**src/shared/ocp_pkg.sv**
```systemverilog
package ocp_pkg;
  localparam int CNT_W = 16;
  localparam int REG_W = 16;
  localparam int DATA_W = 32;
  localparam int ADDR_W = 8;
  localparam int STAT_W = 2;
  localparam int MODE_W = 3;
  localparam int CSEL_W = 3;
  localparam int SYNC_W = 5;
  localparam int FLT_W = 3;
  localparam int TICK_N = 7;
  localparam int SYNC_N = 31;

  localparam logic [ADDR_W-1:0] OFS_CON1 = 8'h00;
  localparam logic [ADDR_W-1:0] OFS_CON2 = 8'h04;
  localparam logic [ADDR_W-1:0] OFS_PRI = 8'h08;
  localparam logic [ADDR_W-1:0] OFS_SEC = 8'h0c;
  localparam logic [ADDR_W-1:0] OFS_STAT = 8'h10;
  localparam logic [ADDR_W-1:0] OFS_MASK = 8'h14;
  localparam logic [ADDR_W-1:0] OFS_TMR = 8'h18;

  localparam int CON1_MODE_LSB = 0;
  localparam int CON1_TMODE_BIT = 3;
  localparam int CON1_CSEL_LSB = 10;
  localparam int CON1_FLT_LSB = 13;
  localparam int CON2_SYNC_LSB = 0;
  localparam int CON2_TRIS_BIT = 5;
  localparam int CON2_TRIG_BIT = 7;
  localparam int CON2_CASC_BIT = 8;
  localparam int STAT_MATCH_BIT = 0;
  localparam int STAT_FAULT_BIT = 1;

  localparam logic [REG_W-1:0] CON1_RST = 16'h0000;
  localparam logic [REG_W-1:0] CON2_RST = 16'h0020;
  localparam logic [REG_W-1:0] CMP_RST = 16'h0000;
  localparam logic [STAT_W-1:0] MASK_RST = 2'h0;
  localparam logic [SYNC_W-1:0] SYNC_SELF = 5'h1f;
  localparam logic [CSEL_W-1:0] CSEL_SYS = 3'h7;

  typedef enum logic [MODE_W-1:0] {
    OCP_OFF, OCP_SGL_HI, OCP_SGL_LO, OCP_TOGGLE,
    OCP_DBL_ONE, OCP_DBL_CONT, OCP_PWM_EDGE, OCP_PWM_CTR
  } ocp_mode_t;

  function automatic logic is_pwm(input ocp_mode_t m);
    is_pwm = (m == OCP_PWM_EDGE) || (m == OCP_PWM_CTR);
  endfunction
endpackage

```
**src/shared/ocp_tb_if.sv**
```systemverilog
`timescale 1ns/1ps
`default_nettype none
interface ocp_tb_if #(parameter int W = 16);
  logic [W-1:0] count;
  logic tick;
  logic up;
  logic wrap;
  modport src(output count, output tick, output up, output wrap);
  modport dst(input count, input tick, input up, input wrap);
endinterface
`default_nettype wire

```
**src/rtl/ocp_timebase.sv**
```systemverilog
`timescale 1ns/1ps
`default_nettype none
module ocp_timebase
  import ocp_pkg::*;
#(
  parameter int W = CNT_W
) (
  input wire logic i_core_clk,
  input wire logic i_rst_n,
  input wire logic i_run,
  input wire logic i_center,
  input wire logic [CSEL_W-1:0] i_clk_sel,
  input wire logic [TICK_N-1:0] i_tmr_tick,
  input wire logic i_cascade,
  input wire logic i_casc_carry,
  input wire logic [SYNC_W-1:0] i_sync_sel,
  input wire logic [SYNC_N-1:0] i_sync_src,
  input wire logic i_trig_sel,
  input wire logic i_trig_mode,
  input wire logic [W-1:0] i_period,
  ocp_tb_if.src tb
);
  logic [W-1:0] count_r;
  logic up_r;
  logic armed_r;
  logic [TICK_N:0] srcs;
  logic [SYNC_N:0] syncs;
  logic ext;
  logic go;
  logic top;
  logic self_sync;

  assign srcs = {1'b1, i_tmr_tick};
  assign syncs = {i_sync_src, 1'b0};
  assign self_sync = i_sync_sel == SYNC_SELF;
  assign ext = !self_sync && syncs[i_sync_sel];
  assign go = !i_trig_sel || armed_r;
  assign top = count_r == i_period;
  // Odd half of a pair counts on the even half's carry
  assign tb.tick = i_run && go && (i_cascade ? i_casc_carry : srcs[i_clk_sel]);
  assign tb.count = count_r;
  assign tb.up = up_r;
  assign tb.wrap = i_run && (i_center ? (tb.tick && !up_r && count_r == '0)
                   : ((tb.tick && self_sync && top) || (!i_trig_sel && ext)));

  always_ff @(posedge i_core_clk) begin
    if (!i_rst_n || !i_run) begin
      armed_r <= 1'b0;
    end else if (i_trig_sel && ext) begin
      armed_r <= 1'b1;
    end else if (i_trig_mode && tb.wrap) begin
      armed_r <= 1'b0;
    end
  end

  always_ff @(posedge i_core_clk) begin
    if (!i_rst_n || !i_run) begin
      count_r <= '0;
      up_r <= 1'b1;
    end else if (!i_center && !i_trig_sel && ext) begin
      count_r <= '0;
    end else if (tb.tick) begin
      if (!i_center) begin
        count_r <= (self_sync && top) ? '0 : count_r + 1'b1;
      end else if (up_r) begin
        up_r <= !top;
        count_r <= top ? count_r - 1'b1 : count_r + 1'b1;
      end else begin
        up_r <= count_r == '0;
        count_r <= (count_r == '0) ? count_r + 1'b1 : count_r - 1'b1;
      end
    end
  end
endmodule
`default_nettype wire

```
**src/rtl/ocp_cmp_core.sv**
```systemverilog
`timescale 1ns/1ps
`default_nettype none
module ocp_cmp_core
  import ocp_pkg::*;
#(
  parameter int W = CNT_W
) (
  input wire logic i_core_clk,
  input wire logic i_rst_n,
  input wire ocp_mode_t i_mode,
  input wire logic i_arm,
  input wire logic i_fault,
  input wire logic [W-1:0] i_pri,
  input wire logic [W-1:0] i_sec,
  ocp_tb_if.dst tb,
  output logic o_out,
  output logic o_event,
  output logic o_armed
);
  logic pri_hit;
  logic sec_hit;
  logic done;

  assign pri_hit = tb.tick && tb.count == i_pri;
  assign sec_hit = tb.tick && tb.count == i_sec;
  assign done = o_armed && ((i_mode == OCP_DBL_ONE) ? sec_hit
               : ((i_mode == OCP_SGL_HI || i_mode == OCP_SGL_LO) && pri_hit));

  always_ff @(posedge i_core_clk) begin
    if (!i_rst_n) begin
      o_armed <= 1'b0;
    end else if (i_arm) begin
      o_armed <= 1'b1;
    end else if (done) begin
      o_armed <= 1'b0;
    end
  end

  always_ff @(posedge i_core_clk) begin
    if (!i_rst_n) begin
      o_out <= 1'b0;
    end else if (i_arm) begin
      o_out <= i_mode == OCP_SGL_LO;
    end else if (i_fault && is_pwm(i_mode)) begin
      o_out <= 1'b0;
    end else begin
      case (i_mode)
        OCP_SGL_HI: if (o_armed && pri_hit) o_out <= 1'b1;
        OCP_SGL_LO: if (o_armed && pri_hit) o_out <= 1'b0;
        OCP_TOGGLE: if (pri_hit) o_out <= !o_out;
        OCP_DBL_ONE, OCP_DBL_CONT: begin
          if (o_armed && sec_hit) o_out <= 1'b0;
          else if (o_armed && pri_hit) o_out <= 1'b1;
        end
        OCP_PWM_EDGE: begin
          if (tb.wrap) o_out <= i_pri != '0;
          else if (pri_hit) o_out <= 1'b0;
        end
        OCP_PWM_CTR: if (pri_hit) o_out <= tb.up;
        default: o_out <= 1'b0;
      endcase
    end
  end

  always_ff @(posedge i_core_clk) begin
    if (!i_rst_n) begin
      o_event <= 1'b0;
    end else begin
      case (i_mode)
        OCP_SGL_HI, OCP_SGL_LO: o_event <= o_armed && pri_hit;
        OCP_TOGGLE: o_event <= pri_hit;
        OCP_DBL_ONE, OCP_DBL_CONT: o_event <= o_armed && sec_hit;
        OCP_PWM_EDGE, OCP_PWM_CTR: o_event <= tb.wrap;
        default: o_event <= 1'b0;
      endcase
    end
  end
endmodule
`default_nettype wire

```
**src/rtl/ocp_top.sv**
```systemverilog
`timescale 1ns/1ps
`default_nettype none
module ocp_top
  import ocp_pkg::*;
(
  input wire logic i_core_clk,
  input wire logic i_rst_n,
  input wire logic i_psel,
  input wire logic i_penable,
  input wire logic i_pwrite,
  input wire logic [ADDR_W-1:0] i_paddr,
  input wire logic [DATA_W-1:0] i_pwdata,
  input wire logic [3:0] i_pstrb,
  output logic [DATA_W-1:0] o_prdata,
  output logic o_pready,
  output logic o_pslverr,
  input wire logic [TICK_N-1:0] i_tmr_tick,
  input wire logic [SYNC_N-1:0] i_sync_src,
  input wire logic i_casc_carry,
  input wire logic [FLT_W-1:0] i_fault_pin,
  output logic o_carry,
  output logic o_cmp_out,
  output logic o_cmp_oe_n,
  output logic o_irq
);
  logic [REG_W-1:0] con1_r;
  logic [REG_W-1:0] con2_r;
  logic [CNT_W-1:0] pri_r;
  logic [CNT_W-1:0] sec_r;
  logic [CNT_W-1:0] pri_buf_r;
  logic [CNT_W-1:0] sec_buf_r;
  logic [CNT_W-1:0] pri_use;
  logic [CNT_W-1:0] sec_use;
  logic [STAT_W-1:0] stat_r;
  logic [STAT_W-1:0] stat_nxt;
  logic [STAT_W-1:0] mask_r;
  logic [FLT_W-1:0] flt_s1_r;
  logic [FLT_W-1:0] flt_s2_r;
  logic [DATA_W-1:0] prdata_r;
  logic [DATA_W-1:0] rd_nxt;
  logic irq_r;
  logic acc;
  logic wr;
  logic con1_wr;
  logic arm_r;
  logic core_ev;
  logic core_out;
  logic core_armed;
  logic fault_act;
  logic fault_hold;
  logic run;
  logic pwm;
  logic center;
  ocp_mode_t mode;

  ocp_tb_if #(.W(CNT_W)) tb ();

  function automatic logic mapped(input logic [ADDR_W-1:0] a);
    mapped = a inside {OFS_CON1, OFS_CON2, OFS_PRI, OFS_SEC,
                       OFS_STAT, OFS_MASK, OFS_TMR};
  endfunction

  // Byte lanes 0 and 1 carry the 16-bit registers
  function automatic logic [REG_W-1:0] merge(input logic [REG_W-1:0] o,
                                             input logic [DATA_W-1:0] d,
                                             input logic [3:0] s);
    merge = {s[1] ? d[15:8] : o[15:8], s[0] ? d[7:0] : o[7:0]};
  endfunction

  assign mode = ocp_mode_t'(con1_r[CON1_MODE_LSB +: MODE_W]);
  assign run = mode != OCP_OFF;
  assign pwm = is_pwm(mode);
  assign center = mode == OCP_PWM_CTR;

  // APB slave, zero wait states
  assign acc = i_psel && i_penable;
  assign o_pready = 1'b1;
  assign o_pslverr = acc && !mapped(i_paddr);
  assign wr = acc && i_pwrite && mapped(i_paddr);
  assign con1_wr = wr && i_paddr == OFS_CON1;
  assign o_prdata = prdata_r;

  always_comb begin
    rd_nxt = '0;
    case (i_paddr)
      OFS_CON1: rd_nxt = DATA_W'(con1_r);
      OFS_CON2: rd_nxt = DATA_W'(con2_r);
      OFS_PRI: rd_nxt = DATA_W'(pri_r);
      OFS_SEC: rd_nxt = DATA_W'(sec_r);
      OFS_STAT: rd_nxt = DATA_W'({core_armed, stat_r});
      OFS_MASK: rd_nxt = DATA_W'(mask_r);
      OFS_TMR: rd_nxt = DATA_W'(tb.count);
      default: rd_nxt = '0;
    endcase
  end

  // Read data captured in the setup cycle
  always_ff @(posedge i_core_clk) begin
    if (!i_rst_n) begin
      prdata_r <= '0;
    end else if (i_psel && !i_penable) begin
      prdata_r <= rd_nxt;
    end
  end

  always_ff @(posedge i_core_clk) begin
    if (!i_rst_n) begin
      con1_r <= CON1_RST;
      con2_r <= CON2_RST;
      pri_r <= CMP_RST;
      sec_r <= CMP_RST;
      mask_r <= MASK_RST;
    end else if (wr) begin
      case (i_paddr)
        OFS_CON1: con1_r <= merge(con1_r, i_pwdata, i_pstrb);
        OFS_CON2: con2_r <= merge(con2_r, i_pwdata, i_pstrb);
        OFS_PRI: pri_r <= merge(pri_r, i_pwdata, i_pstrb);
        OFS_SEC: sec_r <= merge(sec_r, i_pwdata, i_pstrb);
        OFS_MASK: if (i_pstrb[0]) mask_r <= i_pwdata[STAT_W-1:0];
        default: ;
      endcase
    end
  end

  // Shadow copies reload at a period boundary, and every cycle while the mode is off
  always_ff @(posedge i_core_clk) begin
    if (!i_rst_n) begin
      pri_buf_r <= CMP_RST;
      sec_buf_r <= CMP_RST;
    end else if (!run || tb.wrap) begin
      pri_buf_r <= pri_r;
      sec_buf_r <= sec_r;
    end
  end

  assign pri_use = pwm ? pri_buf_r : pri_r;
  assign sec_use = pwm ? sec_buf_r : sec_r;

  // Fault pins come from outside the clock domain
  always_ff @(posedge i_core_clk) begin
    if (!i_rst_n) begin
      flt_s1_r <= '0;
      flt_s2_r <= '0;
    end else begin
      flt_s1_r <= i_fault_pin;
      flt_s2_r <= flt_s1_r;
    end
  end

  assign fault_act = |(flt_s2_r & con1_r[CON1_FLT_LSB +: FLT_W])
                     && mask_r[STAT_MATCH_BIT];
  // In PWM modes the output stays parked until software clears the flag
  assign fault_hold = fault_act || stat_r[STAT_FAULT_BIT];

  // Write one to clear; a new event wins over the clear
  always_comb begin
    stat_nxt = stat_r;
    if (wr && i_paddr == OFS_STAT && i_pstrb[0]) begin
      stat_nxt = stat_r & ~i_pwdata[STAT_W-1:0];
    end
    if (core_ev) begin
      stat_nxt[STAT_MATCH_BIT] = 1'b1;
    end
    if (fault_act) begin
      stat_nxt[STAT_FAULT_BIT] = 1'b1;
    end
  end

  always_ff @(posedge i_core_clk) begin
    if (!i_rst_n) begin
      stat_r <= '0;
    end else begin
      stat_r <= stat_nxt;
    end
  end

  always_ff @(posedge i_core_clk) begin
    if (!i_rst_n) begin
      irq_r <= 1'b0;
    end else begin
      irq_r <= |(stat_r & mask_r);
    end
  end

  // Arm one cycle after the control write, so the core sees the new mode
  always_ff @(posedge i_core_clk) begin
    if (!i_rst_n) begin
      arm_r <= 1'b0;
    end else begin
      arm_r <= con1_wr;
    end
  end

  assign o_irq = irq_r;
  assign o_cmp_oe_n = con2_r[CON2_TRIS_BIT];
  assign o_carry = tb.wrap;
  assign o_cmp_out = core_out;

  ocp_timebase #(.W(CNT_W)) u_timebase (
    .i_core_clk(i_core_clk),
    .i_rst_n(i_rst_n),
    .i_run(run),
    .i_center(center),
    .i_clk_sel(con1_r[CON1_CSEL_LSB +: CSEL_W]),
    .i_tmr_tick(i_tmr_tick),
    .i_cascade(con2_r[CON2_CASC_BIT]),
    .i_casc_carry(i_casc_carry),
    .i_sync_sel(con2_r[CON2_SYNC_LSB +: SYNC_W]),
    .i_sync_src(i_sync_src),
    .i_trig_sel(con2_r[CON2_TRIG_BIT]),
    .i_trig_mode(con1_r[CON1_TMODE_BIT]),
    .i_period(sec_use),
    .tb(tb)
  );

  ocp_cmp_core #(.W(CNT_W)) u_core (
    .i_core_clk(i_core_clk),
    .i_rst_n(i_rst_n),
    .i_mode(mode),
    .i_arm(arm_r),
    .i_fault(fault_hold),
    .i_pri(pri_use),
    .i_sec(sec_use),
    .tb(tb),
    .o_out(core_out),
    .o_event(core_ev),
    .o_armed(core_armed)
  );
endmodule
`default_nettype wire

```
**config.mk**
```make
export PLATFORM = sky130hd
export DESIGN_NAME = ocp_top
export DESIGN_NICKNAME = d
export VERILOG_FILES = /design/src/shared/ocp_pkg.sv /design/src/shared/ocp_tb_if.sv /design/src/rtl/ocp_timebase.sv /design/src/rtl/ocp_cmp_core.sv /design/src/rtl/ocp_top.sv
export SDC_FILE = /design/constraint.sdc
export NUM_CORES = 1
export LEC_CHECK = 0
export BUFFER_PORTS_ARGS = -buffer_cell sky130_fd_sc_hd__buf_2
export CAP_MARGIN = 25
export CORE_ASPECT_RATIO = 0.7
export CORE_MARGIN = 4
export CORE_UTILIZATION = 40
export CTS_CLUSTER_SIZE = 40
export DETAILED_ROUTE_END_ITERATION = 10
export GPL_TIMING_DRIVEN = 0
export SYNTH_ARGS = -nofsm -noshare
export SYNTH_HDL_FRONTEND = slang
export SYNTH_SLANG_ARGS = --single-unit
```
**constraint.sdc**
```tcl
create_clock -name i_core_clk -period 4.69 [get_ports i_core_clk]
set_clock_uncertainty 0.15 [all_clocks]
set_input_delay 0.938 -clock i_core_clk [delete_from_list [all_inputs] [get_ports i_core_clk]]
set_output_delay 0.938 -clock i_core_clk [all_outputs]
set_load 0.01 [all_outputs]
```
* After elaboration in Yosys (flattened, before gate mapping) *
Index checks and enable logic that the tools add are counted.
Widths: inputs -> output; s select.

storage, ports and cells
  register bits = 161
  input port bits = 91
  output and inout port bits = 38
  word-level logic and storage cells = 160

operators by class
  add/subtract/negate cells = 2
  magnitude comparators = 2
  equal/unequal tests = 20
  muxes and demuxes = 34
  bitwise gates (word level) = 5
  reduce and logical (&&, ||, !) cells = 73

operator list
  kind                   count
  $mux 16                7
  $pmux 16 s7            1
  $eq 16x16->1           2
  $logic_and 1x1->1      30
  $reduce_and 3->1       10
  $eq 8x5->1 const B     3
  $mux 1                 21
  $add 16x1->16 const B  1
  $eq 8x4->1 const B     2
  $logic_not 16->1       1
  $reduce_bool 16->1     1
  $sub 16x1->16 const B  1
  $eq 3x3->1 const B     4
  $logic_not 1->1        10
  $reduce_or 2->1        5
  $eq 8x3->1 const B     1
  $logic_not 8->1        1
  $ne 4x2->1 const B     2
  $reduce_bool 2->1      4
  $logic_or 1x1->1       7
  $reduce_bool 7->1      1
  $eq 3x2->1 const B     2
  $lt 5x6->1 const B     1
  $pmux 1 s6             1
  16 further kinds       17

* Logic depth before layout (Yosys ltp) *
Gate-level depths: netlist of run 1.

  depth after elaboration = 13
  gate-level depth with buffers = 13
  gate-level depth less buffers = 9

* Hierarchy *
From an unflattened synthesis of run 1, not the netlist that was laid out.

second synthesis, totals
  cells, all modules = 984
  area total of the unflattened synthesis = 8531.9 um^2

by module, submodules not included
  module        instances  cells each  area an instance (um^2)  sequential area each (um^2)
  ocp_top       1          603         5655.4                   2482.4
  ocp_timebase  1          275         2099.5                   360.3
  ocp_cmp_core  1          106         777.0                    60.1

* Least setup slack after synthesis of run 1 *
No wires, ideal clock.

  path type = reg-to-output
  start point = register u_timebase.count_r[4] (netlist: u_timebase.tb.count[4])
  end point = output port o_carry
  arrival time = 2.507 ns
  required time = 3.602 ns
  setup slack = 1.095 ns
  stages on the path, launching flop included = 10
  path buffers = 1
  path through = dfxtp_1 buf_6 or4_4 nand3b_4 or3_4 or4_4 nor4_4 or2_2 nor2_1 nor2_1

on the way
  word-level cells in the longest chain between the ends = 5
  elaborated cells between the ends (all ways) = 7
  classes of those cells = 1 x eq/ne; 1 x mux; 5 x reduce/logical

RTL lines
  item                      RTL line            text
  start: declaration        ocp_timebase.sv:23  logic [W-1:0] count_r;
  start signal: assignment  ocp_timebase.sv:64  count_r <= (self_sync && top) ? '0 : count_r + 1'b1;
  start signal: assignment  ocp_timebase.sv:67  count_r <= top ? count_r - 1'b1 : count_r + 1'b1;
  start signal: assignment  ocp_timebase.sv:70  count_r <= (count_r == '0) ? count_r + 1'b1 : count_r - 1'b1;
  $eq 16x16->1              ocp_timebase.sv:38  assign top = count_r == i_period;
  $logic_and 1x1->1         ocp_timebase.sv:44  : ((tb.tick && self_sync && top) || (!i_trig_sel && ext)));
  $logic_or 1x1->1          ocp_timebase.sv:44
  $mux 1 (*)                ocp_timebase.sv:43  assign tb.wrap = i_run && (i_center ? (tb.tick && !up_r && count_r == '0)
  $logic_and 1x1->1 (*)     ocp_timebase.sv:43
  end: declaration          ocp_top.sv:21       output logic o_carry,

Mark *: on every way between the ends. The rest lies on a longest branch, timed or not.

* Worst setup path after layout of run 1 *
  start point = input port i_tmr_tick[3]
  end point = output port o_carry

on the way
  word-level cells in the longest chain between the ends = 9
  elaborated cells between the ends (all ways) = 11
  classes of those cells = 4 x mux; 7 x reduce/logical

RTL lines
  item                              RTL line            text
  start: declaration                ocp_top.sv:17       input wire logic [TICK_N-1:0] i_tmr_tick,
  $bmux 1 s3 (*)                    ocp_timebase.sv:40  assign tb.tick = i_run && go && (i_cascade ? i_casc_carry : srcs[i_clk_sel]);
  $mux 1 (implied by the code) (*)  ocp_timebase.sv:40
  $mux 1 (*)                        ocp_timebase.sv:40
  $logic_and 1x1->1 (*)             ocp_timebase.sv:40
  $logic_and 1x1->1 (2 in series)   ocp_timebase.sv:44
  $logic_or 1x1->1                  ocp_timebase.sv:44
  $mux 1 (*)                        ocp_timebase.sv:43
  $logic_and 1x1->1 (*)             ocp_timebase.sv:43

Mark *: on every way between the ends. The rest lies on a longest branch, timed or not. The select of a mux whose other input is x is not followed.

==> metrics.txt, run 1 <==
# TYPE chip_impl_metric gauge
chip_impl_info{name="outcome",value="finished clean"} 1
chip_impl_metric{name="postRouteWirelength",unit="mm"} 27.4
chip_impl_metric{name="p_clk_share",unit="%"} 51.5
chip_impl_metric{name="antenna_found_initial",unit=""} 0
chip_impl_metric{name="worst_hold_path.num_cells",unit=""} 1
chip_impl_metric{name="global_route.overflow_total",unit=""} 0
chip_impl_metric{name="cts_buffer_depth",unit=""} 2
chip_impl_metric{name="wl_per_cell",unit="µm"} 20.3
chip_impl_metric{name="net-switching-power",unit="mW"} 0.644
chip_impl_metric{name="timing.fmax",unit="GHz"} 0.223
chip_impl_info{name="setup.worst_path.class",value="primary input to primary output"} 1
chip_impl_info{name="grt_setup_unrepaired",value="false"} 1
chip_impl_metric{name="synth-seq-area-share",unit="%"} 36.2
chip_impl_metric{name="insertedDiodeCount",unit=""} 0
chip_impl_metric{name="iteration_0_drc_markers",unit=""} 905
chip_impl_metric{name="synth.avg_cell_area",unit="µm²"} 8.51
chip_impl_metric{name="sum_of_negative_setup_slack",unit="ns"} 0
chip_impl_metric{name="post_cts_buffers",unit=""} 0
chip_impl_metric{name="power_density",unit="nW/µm²"} 303
chip_impl_metric{name="power_leakage",unit="nW"} 4.06
chip_impl_info{name="crit_path_start_kind",value="primary input"} 1
chip_impl_metric{name="globalplace.congestion",unit=""} 0.983
chip_impl_metric{name="clkLatencyLatePin",unit="ns"} 0.43
chip_impl_metric{name="ys.warnings.count",unit=""} 0
chip_impl_metric{name="synth_cell_types",unit=""} 74
chip_impl_metric{name="ctsHtreeMaxLevel",unit=""} 4
chip_impl_metric{name="share_of_layout_cells_above_drive_strength_1",unit="%"} 16.9
chip_impl_info{name="synth_top_family_by_area",value="simple AND/OR/NAND/NOR gates"} 1
chip_impl_metric{name="p_seq_share",unit="%"} 43.3
chip_impl_info{name="yosys_most_used_dff",value="dfxtp_1"} 1
chip_impl_metric{name="pin_count",unit=""} 129
chip_impl_metric{name="synth_xor_xnor_area_share",unit="%"} 2.40
chip_impl_metric{name="die_h",unit="µm"} 126
chip_impl_metric{name="cts-buffers-inserted",unit=""} 17
chip_impl_metric{name="timing.max_slew.rel_slack",unit="%"} 41.8
chip_impl_metric{name="slew_viol_final",unit=""} 0
chip_impl_metric{name="post_drt_via_cell_ratio",unit=""} 5.70
chip_impl_metric{name="tightest_pin_transition",unit="ns"} 0.869
chip_impl_info{name="hold_class",value="flip-flop to flip-flop"} 1
chip_impl_metric{name="max_cap_violations",unit=""} 0
chip_impl_metric{name="hpwlAfterDp",unit="mm"} 21.1
chip_impl_metric{name="dr_total_vias",unit=""} 7688
chip_impl_metric{name="async_flop_share",unit="%"} 0
chip_impl_metric{name="timing.critical_path.required",unit="ns"} 3.60
chip_impl_metric{name="synth.ff_latch_count",unit=""} 145
chip_impl_metric{name="fp.dieArea",unit="µm²"} 22400
chip_impl_metric{name="cts_hold_repair.buffers",unit=""} 0
chip_impl_metric{name="r2r_slack",unit="ns"} 0.72
chip_impl_info{name="critical_path.reg2reg.endpoint",value="u_timebase.tb.count[10]"} 1
chip_impl_info{name="critical_path.reg2reg.startpoint",value="u_timebase.tb.count[0]"} 1
chip_impl_metric{name="synth_edf_count",unit=""} 0
chip_impl_metric{name="share_of_the_synthesized_area_in_compound_gates_ao_oa_aoi_oai",unit="%"} 14.0
chip_impl_info{name="min_to",value="flt_s2_r[1]"} 1
chip_impl_info{name="clock_tree.root_cell",value="clkbuf_16"} 1
chip_impl_metric{name="ant_nets",unit=""} 0
chip_impl_metric{name="fp.dieW",unit="µm"} 177
chip_impl_metric{name="initial_utilization",unit="%"} 40.6
chip_impl_metric{name="fin_crit_sh",unit="%"} 95.6
chip_impl_metric{name="number_of_clock_sinks",unit=""} 145
chip_impl_metric{name="post_synth_instance_area",unit="µm²"} 8020
chip_impl_metric{name="vdd_ir_drop_max",unit="mV"} 0.278
chip_impl_metric{name="final_cell_count_no_fill",unit=""} 1349
chip_impl_metric{name="power.internal",unit="mW"} 2.24
chip_impl_metric{name="synth-adder-area-share",unit="%"} 0.437
chip_impl_metric{name="post_cts.resized_instances",unit=""} 0
chip_impl_metric{name="portion_of_synthesized_cell_area_occupied_by_the_leading_cell_type",unit="%"} 36.2
chip_impl_metric{name="drc_errors",unit=""} 0
chip_impl_metric{name="clk_transition_reported_paths",unit="ns"} 0.06
chip_impl_metric{name="hold_viol",unit=""} 0
chip_impl_info{name="synth_top_area_cell",value="dfxtp_1"} 1
chip_impl_metric{name="core",unit="µm²"} 19700
chip_impl_metric{name="final_net_count",unit=""} 1160
chip_impl_metric{name="post_synth_mux_area_share",unit="%"} 19.4
chip_impl_metric{name="groute.usage.overall",unit="%"} 24.1
chip_impl_metric{name="layout-area-overhead-vs-synth",unit="%"} 18.4
chip_impl_metric{name="numPortBuffers",unit=""} 91
chip_impl_metric{name="synth-simple-area-share",unit="%"} 20.6
chip_impl_metric{name="critical_path_peak_fanout",unit=""} 9
chip_impl_metric{name="power_switching_share",unit="%"} 22.4
chip_impl_metric{name="gate_count_of_the_mapped_netlist",unit=""} 942
chip_impl_metric{name="post-route-min-period",unit="ns"} 4.48
chip_impl_metric{name="numPlacedInstances",unit=""} 1318
chip_impl_info{name="yosys-top-cells-area",value="dfxtp_1 36%, mux2i_1 17%, nor2_1 6.4%"} 1
chip_impl_metric{name="cp_data_arrival_time",unit="ns"} 3.40
chip_impl_metric{name="finalSetupViolations",unit=""} 0
chip_impl_info{name="worst_min_delay_path_startpoint",value="flt_s1_r[1]"} 1
chip_impl_metric{name="detail_route.first_pass.iterations",unit=""} 6
chip_impl_metric{name="largest_net_degree_at_the_start_of_global_routing",unit=""} 17
chip_impl_info{name="crit_path_end_kind",value="primary output"} 1
chip_impl_metric{name="grt_pass1_wl",unit="mm"} 41.7
chip_impl_metric{name="vias_in_the_first_global_route",unit=""} 6968
chip_impl_metric{name="std_cell_rows",unit=""} 43
chip_impl_info{name="tritoncts",value="done"} 1
chip_impl_metric{name="p_comb_share",unit="%"} 5.2
chip_impl_metric{name="worstRegToRegCells",unit=""} 11
stage by stage:
step | util (%) | hold WS [ns] | power [mW] | setup WS [ns] | instance area (µm²)
after floorplan | - | 0.262 | 1.35 | 1.10 | 8080
after global placement | 44.9 | 0.268 | 1.42 | 0.349 | 8870
after detailed placement | 44.9 | 0.272 | 1.42 | 0.304 | 8870
after CTS | 48.1 | 0.286 | 2.89 | 0.278 | 9500
after global routing | 48.1 | 0.304 | 2.95 | 0.0988 | 9500
final | 48.1 | 0.284 | 2.88 | 0.205 | 9500
worst max-delay path, cell delays in order:
cell and delay [ns]:
buf_2 0.10, o311ai_0 0.67, a311o_1 0.69, nor4_4 0.10, or2_2 0.36, nor2_1 0.26
nor2_1 0.10, buf_2 0.16
cell families after synthesis:
kind of cell / after synthesis
AOI/OAI and AO/OA: 172
xor gates and xnor gates: 22
adders and majority gates: 3
buffers and inverters: 116
DFF: 145
muxes: 144
other: 2
and+or+nand+nor: 338
how the worst max path moves through the flow:
stage | start | to | slack (ns) | cells past startpoint
floorplan | u_timebase.tb.count[4] | o_carry | 1.10 | 9
global placement | i_tmr_tick[3] | o_carry | 0.35 | 8
detailed placement | i_tmr_tick[3] | o_carry | 0.30 | 8
CTS | u_timebase.tb.count[5] | o_carry | 0.28 | 10
global route | u_timebase.tb.count[1] | o_carry | 0.1 | 10
finish | i_tmr_tick[3] | o_carry | 0.21 | 8
flip-flops by register name, summed over array words and instances (netlist names), 2 cells and up:
signal               cells
mask_r                   2
o_prdata                16
sec_r                   16
sec_buf_r               16
con1_r                  16
flt_s1_r                 3
stat_r                   2
u_timebase.tb.count     16
pri_buf_r               16
flt_s2_r                 3
pri_r                   16
con2_r                  16
metal layers:
layer / wire, µm / GRT usage [%] / vias to the layer above
li1: - / - / 3583
met3: 2800 / 7.18 / 20
met2: 10900 / 32.3 / 382
met1: 13500 / 37.8 / 3703
met5: 0 / 0 / -
met4: 230 / 4.55 / 0
cell type report:
| class | count | area (µm²) |
|---|---|---|
| Fill cell | 1949 | 10200 |
| Multi-Input combinational cell | 696 | 4630 |
| Sequential cell | 145 | 2900 |
| Clock buffer | 23 | 478 |
| Timing Repair Buffer | 91 | 455 |
| Buffer | 81 | 415 |
| Tap cell | 270 | 338 |
| Clock inverter | 8 | 151 |
| Inverter | 35 | 131 |
layout by cell type (no fill, tap or decap), types with 5 or more instances in the layout:
cell / synthesis / layout
a21oi_1: 28 / 28
a221o_1: 5 / 5
a31oi_1: 7 / 7
and2_1: 9 / 9
and3_1: 8 / 8
buf_1: 5 / 5
buf_2: 11 / 102
buf_4: 18 / 18
clkbuf_1: 43 / 46
clkbuf_16: 0 / 17
conb_1: 2 / 17
dfxtp_1: 145 / 145
inv_1: 29 / 29
inv_2: 6 / 6
mux2i_1: 134 / 134
mux4_2: 9 / 9
nand2_1: 58 / 58
nand2b_1: 8 / 8
nand3_1: 27 / 27
nand4_1: 9 / 9
nor2_1: 137 / 137
nor2b_1: 7 / 7
nor3_1: 24 / 24
nor4_1: 13 / 13
o211ai_1: 6 / 6
o21ai_0: 36 / 36
o21ai_1: 16 / 16
o22ai_1: 25 / 25
or3_1: 10 / 10
xnor2_1: 11 / 11
xor2_1: 11 / 11
Yosys cell counts (7+ instances only):
cell and n:
nand2_1 58, xor2_1 11, o22ai_1 25, nand4_1 9, buf_4 18, nor2_1 137, o21ai_0 36, nor4_1 13
nand2b_1 8, nor3_1 24, a31oi_1 7, inv_1 29, o21ai_1 16, mux2i_1 134, xnor2_1 11, and2_1 9
and3_1 8, clkbuf_1 43, nor2b_1 7, buf_2 11, nand3_1 27, mux4_2 9, dfxtp_1 145, a21oi_1 28
or3_1 10
power by group through the flow:
stage | Clock (mW) | Combinational [mW] | Sequential, mW
floorplan | 0 | 0.0709 | 1.28
global placement | 0 | 0.145 | 1.27
detailed placement | 0 | 0.146 | 1.27
CTS | 1.49 | 0.147 | 1.25
global route | 1.54 | 0.161 | 1.25
finish | 1.48 | 0.149 | 1.25
Note: power is estimated with default switching activity, not from simulation.
==> inputs of run 2 (changes only) <==
- ABC_AREA: default -> 1
- SETUP_SLACK_MARGIN: default -> 0.2
- SLEW_MARGIN: default -> 10
==> metrics.txt, run 2 <==
# TYPE chip_impl_metric gauge
chip_impl_info{name="outcome",value="finished clean"} 1
chip_impl_metric{name="share_of_layout_cells_above_drive_strength_1",unit="%"} 14.5
chip_impl_metric{name="groute.usage.overall",unit="%"} 24.7
chip_impl_info{name="critical-path-slowest-cell",value="dfxtp_1"} 1
chip_impl_metric{name="wl_per_cell",unit="µm"} 17.5
chip_impl_metric{name="postRouteWirelength",unit="mm"} 27.9
chip_impl_metric{name="cp_num_buf_inv",unit=""} 3
chip_impl_metric{name="power.internal",unit="mW"} 2.10
chip_impl_metric{name="synth-adder-area-share",unit="%"} 0.315
chip_impl_metric{name="clkLatencyLatePin",unit="ns"} 0.43
chip_impl_info{name="clock_tree.root_cell",value="clkbuf_16"} 1
chip_impl_metric{name="clk_transition_reported_paths",unit="ns"} 0.07
chip_impl_metric{name="grt_pass1_wl",unit="mm"} 43.1
chip_impl_metric{name="hold_viol",unit=""} 0
chip_impl_metric{name="synth.avg_cell_area",unit="µm²"} 6.70
chip_impl_metric{name="numPortBuffers",unit=""} 92
chip_impl_info{name="yosys_most_used_dff",value="dfxtp_1"} 1
chip_impl_info{name="crit_path_start_kind",value="flip-flop"} 1
chip_impl_info{name="crit_chain",value="inv_1 > ha_1 > nand3_2 > nor2_1 > nand4_1 > nor3_2 > nand3_1 > o21ai_2 > nand3_1 > inv_1 > buf_2"} 1
chip_impl_metric{name="vias_in_the_first_global_route",unit=""} 7718
chip_impl_info{name="crit_end",value="o_carry"} 1
chip_impl_metric{name="timing.max_slew.rel_slack",unit="%"} 48.7
chip_impl_metric{name="iteration_0_drc_markers",unit=""} 988
chip_impl_metric{name="r2r_slack",unit="ns"} 1.50
chip_impl_metric{name="power_density",unit="nW/µm²"} 296
chip_impl_info{name="layout.cells.most_common",value="nand2_1"} 1
chip_impl_metric{name="share_of_the_synthesized_area_in_compound_gates_ao_oa_aoi_oai",unit="%"} 20.5
chip_impl_metric{name="post_synth_instance_area",unit="µm²"} 7960
chip_impl_metric{name="globalplace.congestion",unit=""} 0.933
chip_impl_metric{name="synth_cell_types",unit=""} 49
chip_impl_metric{name="post_synth_mux_area_share",unit="%"} 0
chip_impl_metric{name="cp_data_arrival_time",unit="ns"} 3.03
chip_impl_metric{name="power_leakage",unit="nW"} 4.12
chip_impl_metric{name="cts_hold_repair.buffers",unit=""} 0
chip_impl_metric{name="final_net_count",unit=""} 1407
chip_impl_metric{name="net-switching-power",unit="mW"} 0.690
chip_impl_metric{name="power_switching_share",unit="%"} 24.7
chip_impl_info{name="cpLargestDelayFamily",value="simple AND/OR/NAND/NOR gates"} 1
chip_impl_metric{name="initial_utilization",unit="%"} 41.4
chip_impl_metric{name="slew_viol_final",unit=""} 0
chip_impl_metric{name="max_cap_violations",unit=""} 0
chip_impl_info{name="hold_class",value="flip-flop to flip-flop"} 1
chip_impl_metric{name="pin_count",unit=""} 129
chip_impl_metric{name="insertedDiodeCount",unit=""} 0
chip_impl_metric{name="p_comb_share",unit="%"} 4.2
chip_impl_metric{name="timing.critical_path.required",unit="ns"} 3.60
chip_impl_metric{name="fp.dieArea",unit="µm²"} 22200
chip_impl_metric{name="cp_num_cells",unit=""} 11
chip_impl_metric{name="ant_nets",unit=""} 0
chip_impl_metric{name="ys.warnings.count",unit=""} 0
chip_impl_metric{name="worst_hold_path.num_cells",unit=""} 2
chip_impl_metric{name="dpl-instance-area",unit="µm²"} 8800
chip_impl_metric{name="portion_of_synthesized_cell_area_occupied_by_the_leading_cell_type",unit="%"} 36.5
chip_impl_metric{name="p_clk_share",unit="%"} 51.6
chip_impl_metric{name="fp.dieW",unit="µm"} 177
chip_impl_info{name="yosys-top-cells-area",value="dfxtp_1 36%, nand2_1 13%, nor2_1 6.9%"} 1
chip_impl_info{name="critical_path.reg2reg.startpoint",value="u_timebase.tb.count[1]"} 1
chip_impl_info{name="setup.worst_path.class",value="flip-flop to primary output"} 1
chip_impl_metric{name="final-seq-area",unit="µm²"} 2900
chip_impl_metric{name="number_of_clock_sinks",unit=""} 145
chip_impl_info{name="worst_min_delay_path_startpoint",value="flt_s1_r[1]"} 1
chip_impl_metric{name="layout.filler_cells",unit=""} 2018
chip_impl_info{name="grt_setup_unrepaired",value="false"} 1
chip_impl_metric{name="synth-simple-area-share",unit="%"} 28.5
chip_impl_metric{name="multi_input_comb_area",unit="µm²"} 4210
chip_impl_metric{name="global_route.overflow_total",unit=""} 0
chip_impl_metric{name="critical_path_peak_fanout",unit=""} 6
chip_impl_metric{name="cts_buffer_depth",unit=""} 2
chip_impl_info{name="cp-startpoint",value="u_timebase.tb.count[1]"} 1
chip_impl_metric{name="post_cts_buffers",unit=""} 0
chip_impl_info{name="tritoncts",value="done"} 1
chip_impl_metric{name="die_h",unit="µm"} 126
chip_impl_metric{name="post-route-cell-area",unit="µm²"} 9420
chip_impl_metric{name="synth_edf_count",unit=""} 0
chip_impl_metric{name="drc_errors",unit=""} 0
chip_impl_metric{name="tightest_pin_transition",unit="ns"} 0.766
chip_impl_metric{name="dr_total_vias",unit=""} 8517
chip_impl_metric{name="post-route-min-period",unit="ns"} 4.12
chip_impl_metric{name="critical_path_s_largest_stage_delay",unit="ns"} 0.38
chip_impl_metric{name="synth.ff_latch_count",unit=""} 145
chip_impl_metric{name="largest_net_degree_at_the_start_of_global_routing",unit=""} 17
chip_impl_info{name="crit_path_end_kind",value="primary output"} 1
chip_impl_info{name="synth_top_area_cell",value="dfxtp_1"} 1
chip_impl_metric{name="vdd_ir_drop_max",unit="mV"} 0.225
chip_impl_metric{name="detail_route.first_pass.iterations",unit=""} 6
chip_impl_metric{name="synth_xor_xnor_area_share",unit="%"} 2.86
chip_impl_metric{name="worstRegToRegCells",unit=""} 13
chip_impl_metric{name="finalSetupViolations",unit=""} 0
chip_impl_metric{name="std_cell_rows",unit=""} 42
chip_impl_metric{name="hpwlAfterDp",unit="mm"} 21.9
chip_impl_info{name="post-synth-top-count-cell",value="nand2_1"} 1
chip_impl_metric{name="gate_count_of_the_mapped_netlist",unit=""} 1188
chip_impl_info{name="critical_path.reg2reg.endpoint",value="pri_buf_r[9]"} 1
chip_impl_metric{name="async_flop_share",unit="%"} 0
chip_impl_metric{name="p_seq_share",unit="%"} 44.3
chip_impl_info{name="synth_top_family_by_area",value="simple AND/OR/NAND/NOR gates"} 1
chip_impl_metric{name="synth-seq-area-share",unit="%"} 36.5
chip_impl_metric{name="core",unit="µm²"} 19200
chip_impl_metric{name="ctsHtreeMaxLevel",unit=""} 4
chip_impl_metric{name="sum_of_negative_setup_slack",unit="ns"} 0
chip_impl_metric{name="timing.fmax",unit="GHz"} 0.243
chip_impl_metric{name="fin_crit_sh",unit="%"} 87.9
chip_impl_info{name="layout.cells.most_common_list",value="273 x nand2_1, 147 x nor2_1, 145 x dfxtp_1, 119 x inv_1, 104 x buf_2"} 1
chip_impl_metric{name="post_drt_via_cell_ratio",unit=""} 5.35
chip_impl_info{name="commonest_cells_in_the_synthesized_netlist",value="273 x nand2_1, 147 x nor2_1, 145 x dfxtp_1"} 1
chip_impl_metric{name="antenna_found_initial",unit=""} 0
chip_impl_metric{name="post_cts.resized_instances",unit=""} 0
chip_impl_metric{name="cts-buffers-inserted",unit=""} 17
chip_impl_metric{name="layout-area-overhead-vs-synth",unit="%"} 18.4
-- run 2: changes by cell type after synthesis, moves of 46 or more --
cell	change
mux2i_1	-134
nand2_1	+215
inv_1	+90
nand3_1	+48
o21ai_0	+46
-- run 2: how the worst min path moves through the flow --
stage / slack, ns / to
after floorplan: 0.24 / flt_s2_r[0]
after global placement: 0.24 / flt_s2_r[1]
after detailed placement: 0.25 / flt_s2_r[0]
after CTS: 0.27 / flt_s2_r[0]
after global routing: 0.29 / flt_s2_r[0]
final: 0.26 / flt_s2_r[1]
-- run 2: tightest hold or removal path, cell delays in order, from the launching register on --
cell	delay (ns)
dfxtp_1	0.31
nand2_1	0.04
inv_1	0.04
-- run 2: cells by family after synthesis --
kind of cell	after synthesis
buf+inv	199
simple gates	544
compound gates	270
xor+xnor	26
fa+ha+maj	2
other cells	2
flops	145
-- run 2: power groups by stage --
stage          Clock [mW]  Sequential [mW]  Combinational, mW
6_report             1.44             1.23              0.116
5_1_grt              1.50             1.23              0.128
4_1_cts              1.44             1.23              0.113
3_5_place_dp            0             1.26              0.113
3_3_place_gp            0             1.26              0.113
2_1_floorplan           0             1.26             0.0540
-- run 2: layout make-up --
type                    instances  area share (%)
multi-input cells             859            44.7
inverters                     130            5.23
flip-flops and latches        145            30.8
well taps                     264            3.51
clock inverters                13            1.82
plain buffers                  69            4.30
clock buffers                  19            4.70
repair buffers                 92            4.89
-- run 2: metal layers --
layer / routed length, µm / global-route usage (%) / share of wire (%)
met5: 0 / 0 / 0
met4: 317 / 5.09 / 1.1
met3: 3020 / 7.85 / 11
met2: 11200 / 34.7 / 40
met1: 13400 / 37.0 / 48
-- run 2: through the flow --
step	util (%)	total power, mW	std cells	worst slack (ns)	hold slack, ns
CTS	49.0	2.79	1591	0.607	0.268
detailed placement	45.8	1.37	1559	0.859	0.252
floorplan	-	1.32	1203	1.79	0.240
global route	49.0	2.86	1591	0.426	0.294
finish	49.0	2.79	1591	0.568	0.265
global placement	45.8	1.37	1559	0.907	0.243
==> inputs of run 3 (changes only) <==
- CAP_MARGIN: 25 -> 20
- REMOVE_ABC_BUFFERS: default -> 1
==> metrics.txt, run 3 (synthesis results as in run 2) <==
# TYPE chip_impl_metric gauge
chip_impl_info{name="outcome",value="finished clean"} 1
chip_impl_info{name="critical_path.reg2reg.startpoint",value="con1_r[2]"} 1
chip_impl_metric{name="critical_path_peak_fanout",unit=""} 51
chip_impl_metric{name="cts_hold_repair.buffers",unit=""} 0
chip_impl_metric{name="iteration_0_drc_markers",unit=""} 758
chip_impl_metric{name="globalplace.congestion",unit=""} 0.897
chip_impl_metric{name="ant_nets",unit=""} 0
chip_impl_info{name="critical-path-slowest-cell",value="dfxtp_1"} 1
chip_impl_info{name="cp-startpoint",value="con1_r[2]"} 1
chip_impl_metric{name="groute.usage.overall",unit="%"} 22.2
chip_impl_metric{name="post_cts.resized_instances",unit=""} 0
chip_impl_info{name="hold_class",value="flip-flop to flip-flop"} 1
chip_impl_metric{name="vias_in_the_first_global_route",unit=""} 6968
chip_impl_metric{name="globalRouteMet3Util",unit="%"} 6.32
chip_impl_metric{name="finalSetupViolations",unit=""} 0
chip_impl_metric{name="clk_transition_reported_paths",unit="ns"} 0.07
chip_impl_metric{name="total_power",unit="mW"} 2.69
chip_impl_metric{name="detail_route.first_pass.iterations",unit=""} 5
chip_impl_metric{name="number_of_clock_sinks",unit=""} 145
chip_impl_metric{name="die_h",unit="µm"} 126
chip_impl_info{name="crit_path_start_kind",value="flip-flop"} 1
chip_impl_info{name="layout.cells.most_common",value="nand2_1"} 1
chip_impl_metric{name="timing.max_slew.rel_slack",unit="%"} 23.7
chip_impl_metric{name="post_drt_via_cell_ratio",unit=""} 5.29
chip_impl_metric{name="largest_net_degree_at_the_start_of_global_routing",unit=""} 63
chip_impl_metric{name="layout-area-overhead-vs-synth",unit="%"} 13.5
chip_impl_metric{name="share_of_layout_cells_above_drive_strength_1",unit="%"} 12.8
chip_impl_metric{name="drc_errors",unit=""} 0
chip_impl_metric{name="power.internal",unit="mW"} 1.98
chip_impl_metric{name="grt_pass1_wl",unit="mm"} 38.9
chip_impl_metric{name="insertedDiodeCount",unit=""} 0
chip_impl_metric{name="fin_crit_sh",unit="%"} 89.2
chip_impl_metric{name="tightest_pin_transition",unit="ns"} 1.14
chip_impl_metric{name="power_leakage",unit="nW"} 3.90
chip_impl_metric{name="cp_data_arrival_time",unit="ns"} 3.09
chip_impl_metric{name="std_cell_rows",unit=""} 42
chip_impl_metric{name="numPortBuffers",unit=""} 93
chip_impl_metric{name="postRouteWirelength",unit="mm"} 25.1
chip_impl_metric{name="post_cts_buffers",unit=""} 0
chip_impl_metric{name="hold_viol",unit=""} 0
chip_impl_info{name="layout.cells.most_common_list",value="273 x nand2_1, 146 x nor2_1, 145 x dfxtp_1, 118 x inv_1, 93 x buf_2"} 1
chip_impl_metric{name="cts-buffers-inserted",unit=""} 17
chip_impl_metric{name="grt.met2_usage",unit="%"} 28.8
chip_impl_metric{name="cts_buffer_depth",unit=""} 2
chip_impl_metric{name="power_density",unit="nW/µm²"} 298
chip_impl_metric{name="dr_total_vias",unit=""} 8070
chip_impl_info{name="tritoncts",value="done"} 1
chip_impl_metric{name="clkLatencyLatePin",unit="ns"} 0.44
chip_impl_metric{name="core",unit="µm²"} 19200
chip_impl_metric{name="wl_per_cell",unit="µm"} 16.5
chip_impl_metric{name="p_clk_share",unit="%"} 50.5
chip_impl_metric{name="hpwlAfterDp",unit="mm"} 18.4
chip_impl_info{name="clock_tree.root_cell",value="clkbuf_16"} 1
chip_impl_info{name="gr-max-usage-layer",value="met1"} 1
chip_impl_metric{name="max_cap_violations",unit=""} 0
chip_impl_metric{name="vdd_ir_drop_max",unit="mV"} 0.185
chip_impl_info{name="grt_setup_unrepaired",value="false"} 1
chip_impl_metric{name="p_seq_share",unit="%"} 45.9
chip_impl_metric{name="slew_viol_final",unit=""} 0
chip_impl_metric{name="pin_count",unit=""} 129
chip_impl_info{name="crit_chain",value="nand2_4 > inv_6 > nand2_1 > nand3_1 > nand2_1 > nor2_1 > nand2_1 > nor2_2 > nand3_1 > nand3_1 > nand3_1 > inv_1 > buf_2"} 1
chip_impl_info{name="timing.critical_path.mode_cell",value="nand3_1"} 1
chip_impl_metric{name="net-switching-power",unit="mW"} 0.710
chip_impl_metric{name="ctsHtreeMaxLevel",unit=""} 4
chip_impl_metric{name="whs",unit="ns"} 0.264
chip_impl_metric{name="critical_path_s_largest_stage_delay",unit="ns"} 0.60
chip_impl_metric{name="power_switching_share",unit="%"} 26.4
chip_impl_info{name="worst_min_delay_path_startpoint",value="flt_s1_r[2]"} 1
chip_impl_metric{name="p_comb_share",unit="%"} 3.7
chip_impl_info{name="crit_path_end_kind",value="primary output"} 1
chip_impl_metric{name="timing.critical_path.required",unit="ns"} 3.60
chip_impl_metric{name="fp.dieArea",unit="µm²"} 22200
chip_impl_metric{name="post-route-min-period",unit="ns"} 4.18
chip_impl_metric{name="timing.fmax",unit="GHz"} 0.239
chip_impl_metric{name="final_net_count",unit=""} 1341
chip_impl_metric{name="globalRouteMet1Util",unit="%"} 35.3
chip_impl_metric{name="fp.dieW",unit="µm"} 177
chip_impl_info{name="setup.worst_path.class",value="flip-flop to primary output"} 1
chip_impl_metric{name="initial_utilization",unit="%"} 41.4
chip_impl_metric{name="global_route.overflow_total",unit=""} 0
chip_impl_metric{name="antenna_found_initial",unit=""} 0
==> run 3: cell count changes in the layout (fill, tap and decap cells not counted), moves of 2 or more <==
cell / before / now
clkbuf_1: 31 / 0
buf_4: 18 / 0
buf_2: 104 / 93
buf_6: 7 / 0
inv_6: 3 / 6
bufinv_16: 2 / 0
clkinv_4: 2 / 0
clkinv_8: 1 / 3
clkinvlp_4: 2 / 4
==> run 3: layer usage <==
metal,part of all wire [%],vias up
met2,39,291
met3,8.5,17
met1,52,3720
li1,-,4042
met4,0.87,0
met5,0,-
==> run 3: area by class of cell <==
type                    instances  area (µm²)
multi-input cells             859        4210
flip-flops and latches        145        2900
clock inverters                15         160
well taps                     264         330
repair buffers                 95         500
fillers                      2018       10200
clock buffers                  17         425
inverters                     130         497
==> run 3: worst paths after layout <==
| path | end | cells past startpoint | slack (ns) |
|---|---|---|---|
| min | flt_s2_r[2] | 2 | 0.26 |
| min reg2reg | flt_s2_r[2] | 2 | 0.26 |
| max | o_carry | 13 | 0.51 |
| max reg2reg | pri_buf_r[7] | 15 | 0.87 |
==> run 3: power by group through the flow <==
stage               sequential (mW)  combinational, mW  clock (mW)
global placement               1.26             0.0943           0
CTS                            1.23             0.0972        1.38
floorplan                      1.26             0.0359           0
detailed placement             1.26             0.0966           0
global route                   1.23              0.109        1.44
finish                         1.23             0.0983        1.36
==> run 3: critical path: cells and delay by family, from the launching register on <==
kind	cells	cell delay [ns]
buffers and inverters	3	0.54
flip-flops	1	0.60
AND/OR/NAND/NOR	10	1.50
==> run 3: per-stage QoR <==
step	setup TNS, ns	std cells	setup slack (ns)	util (%)	cell area [µm²]
2_1_floorplan	0	1134	1.50	-	7610
3_3_place_gp	-9.11	1491	-1.04	43.7	8400
3_5_place_dp	0	1492	0.157	43.8	8430
4_1_cts	0	1524	0.532	46.9	9010
5_1_grt	0	1525	0.265	46.9	9030
6_report	0	1525	0.508	46.9	9030
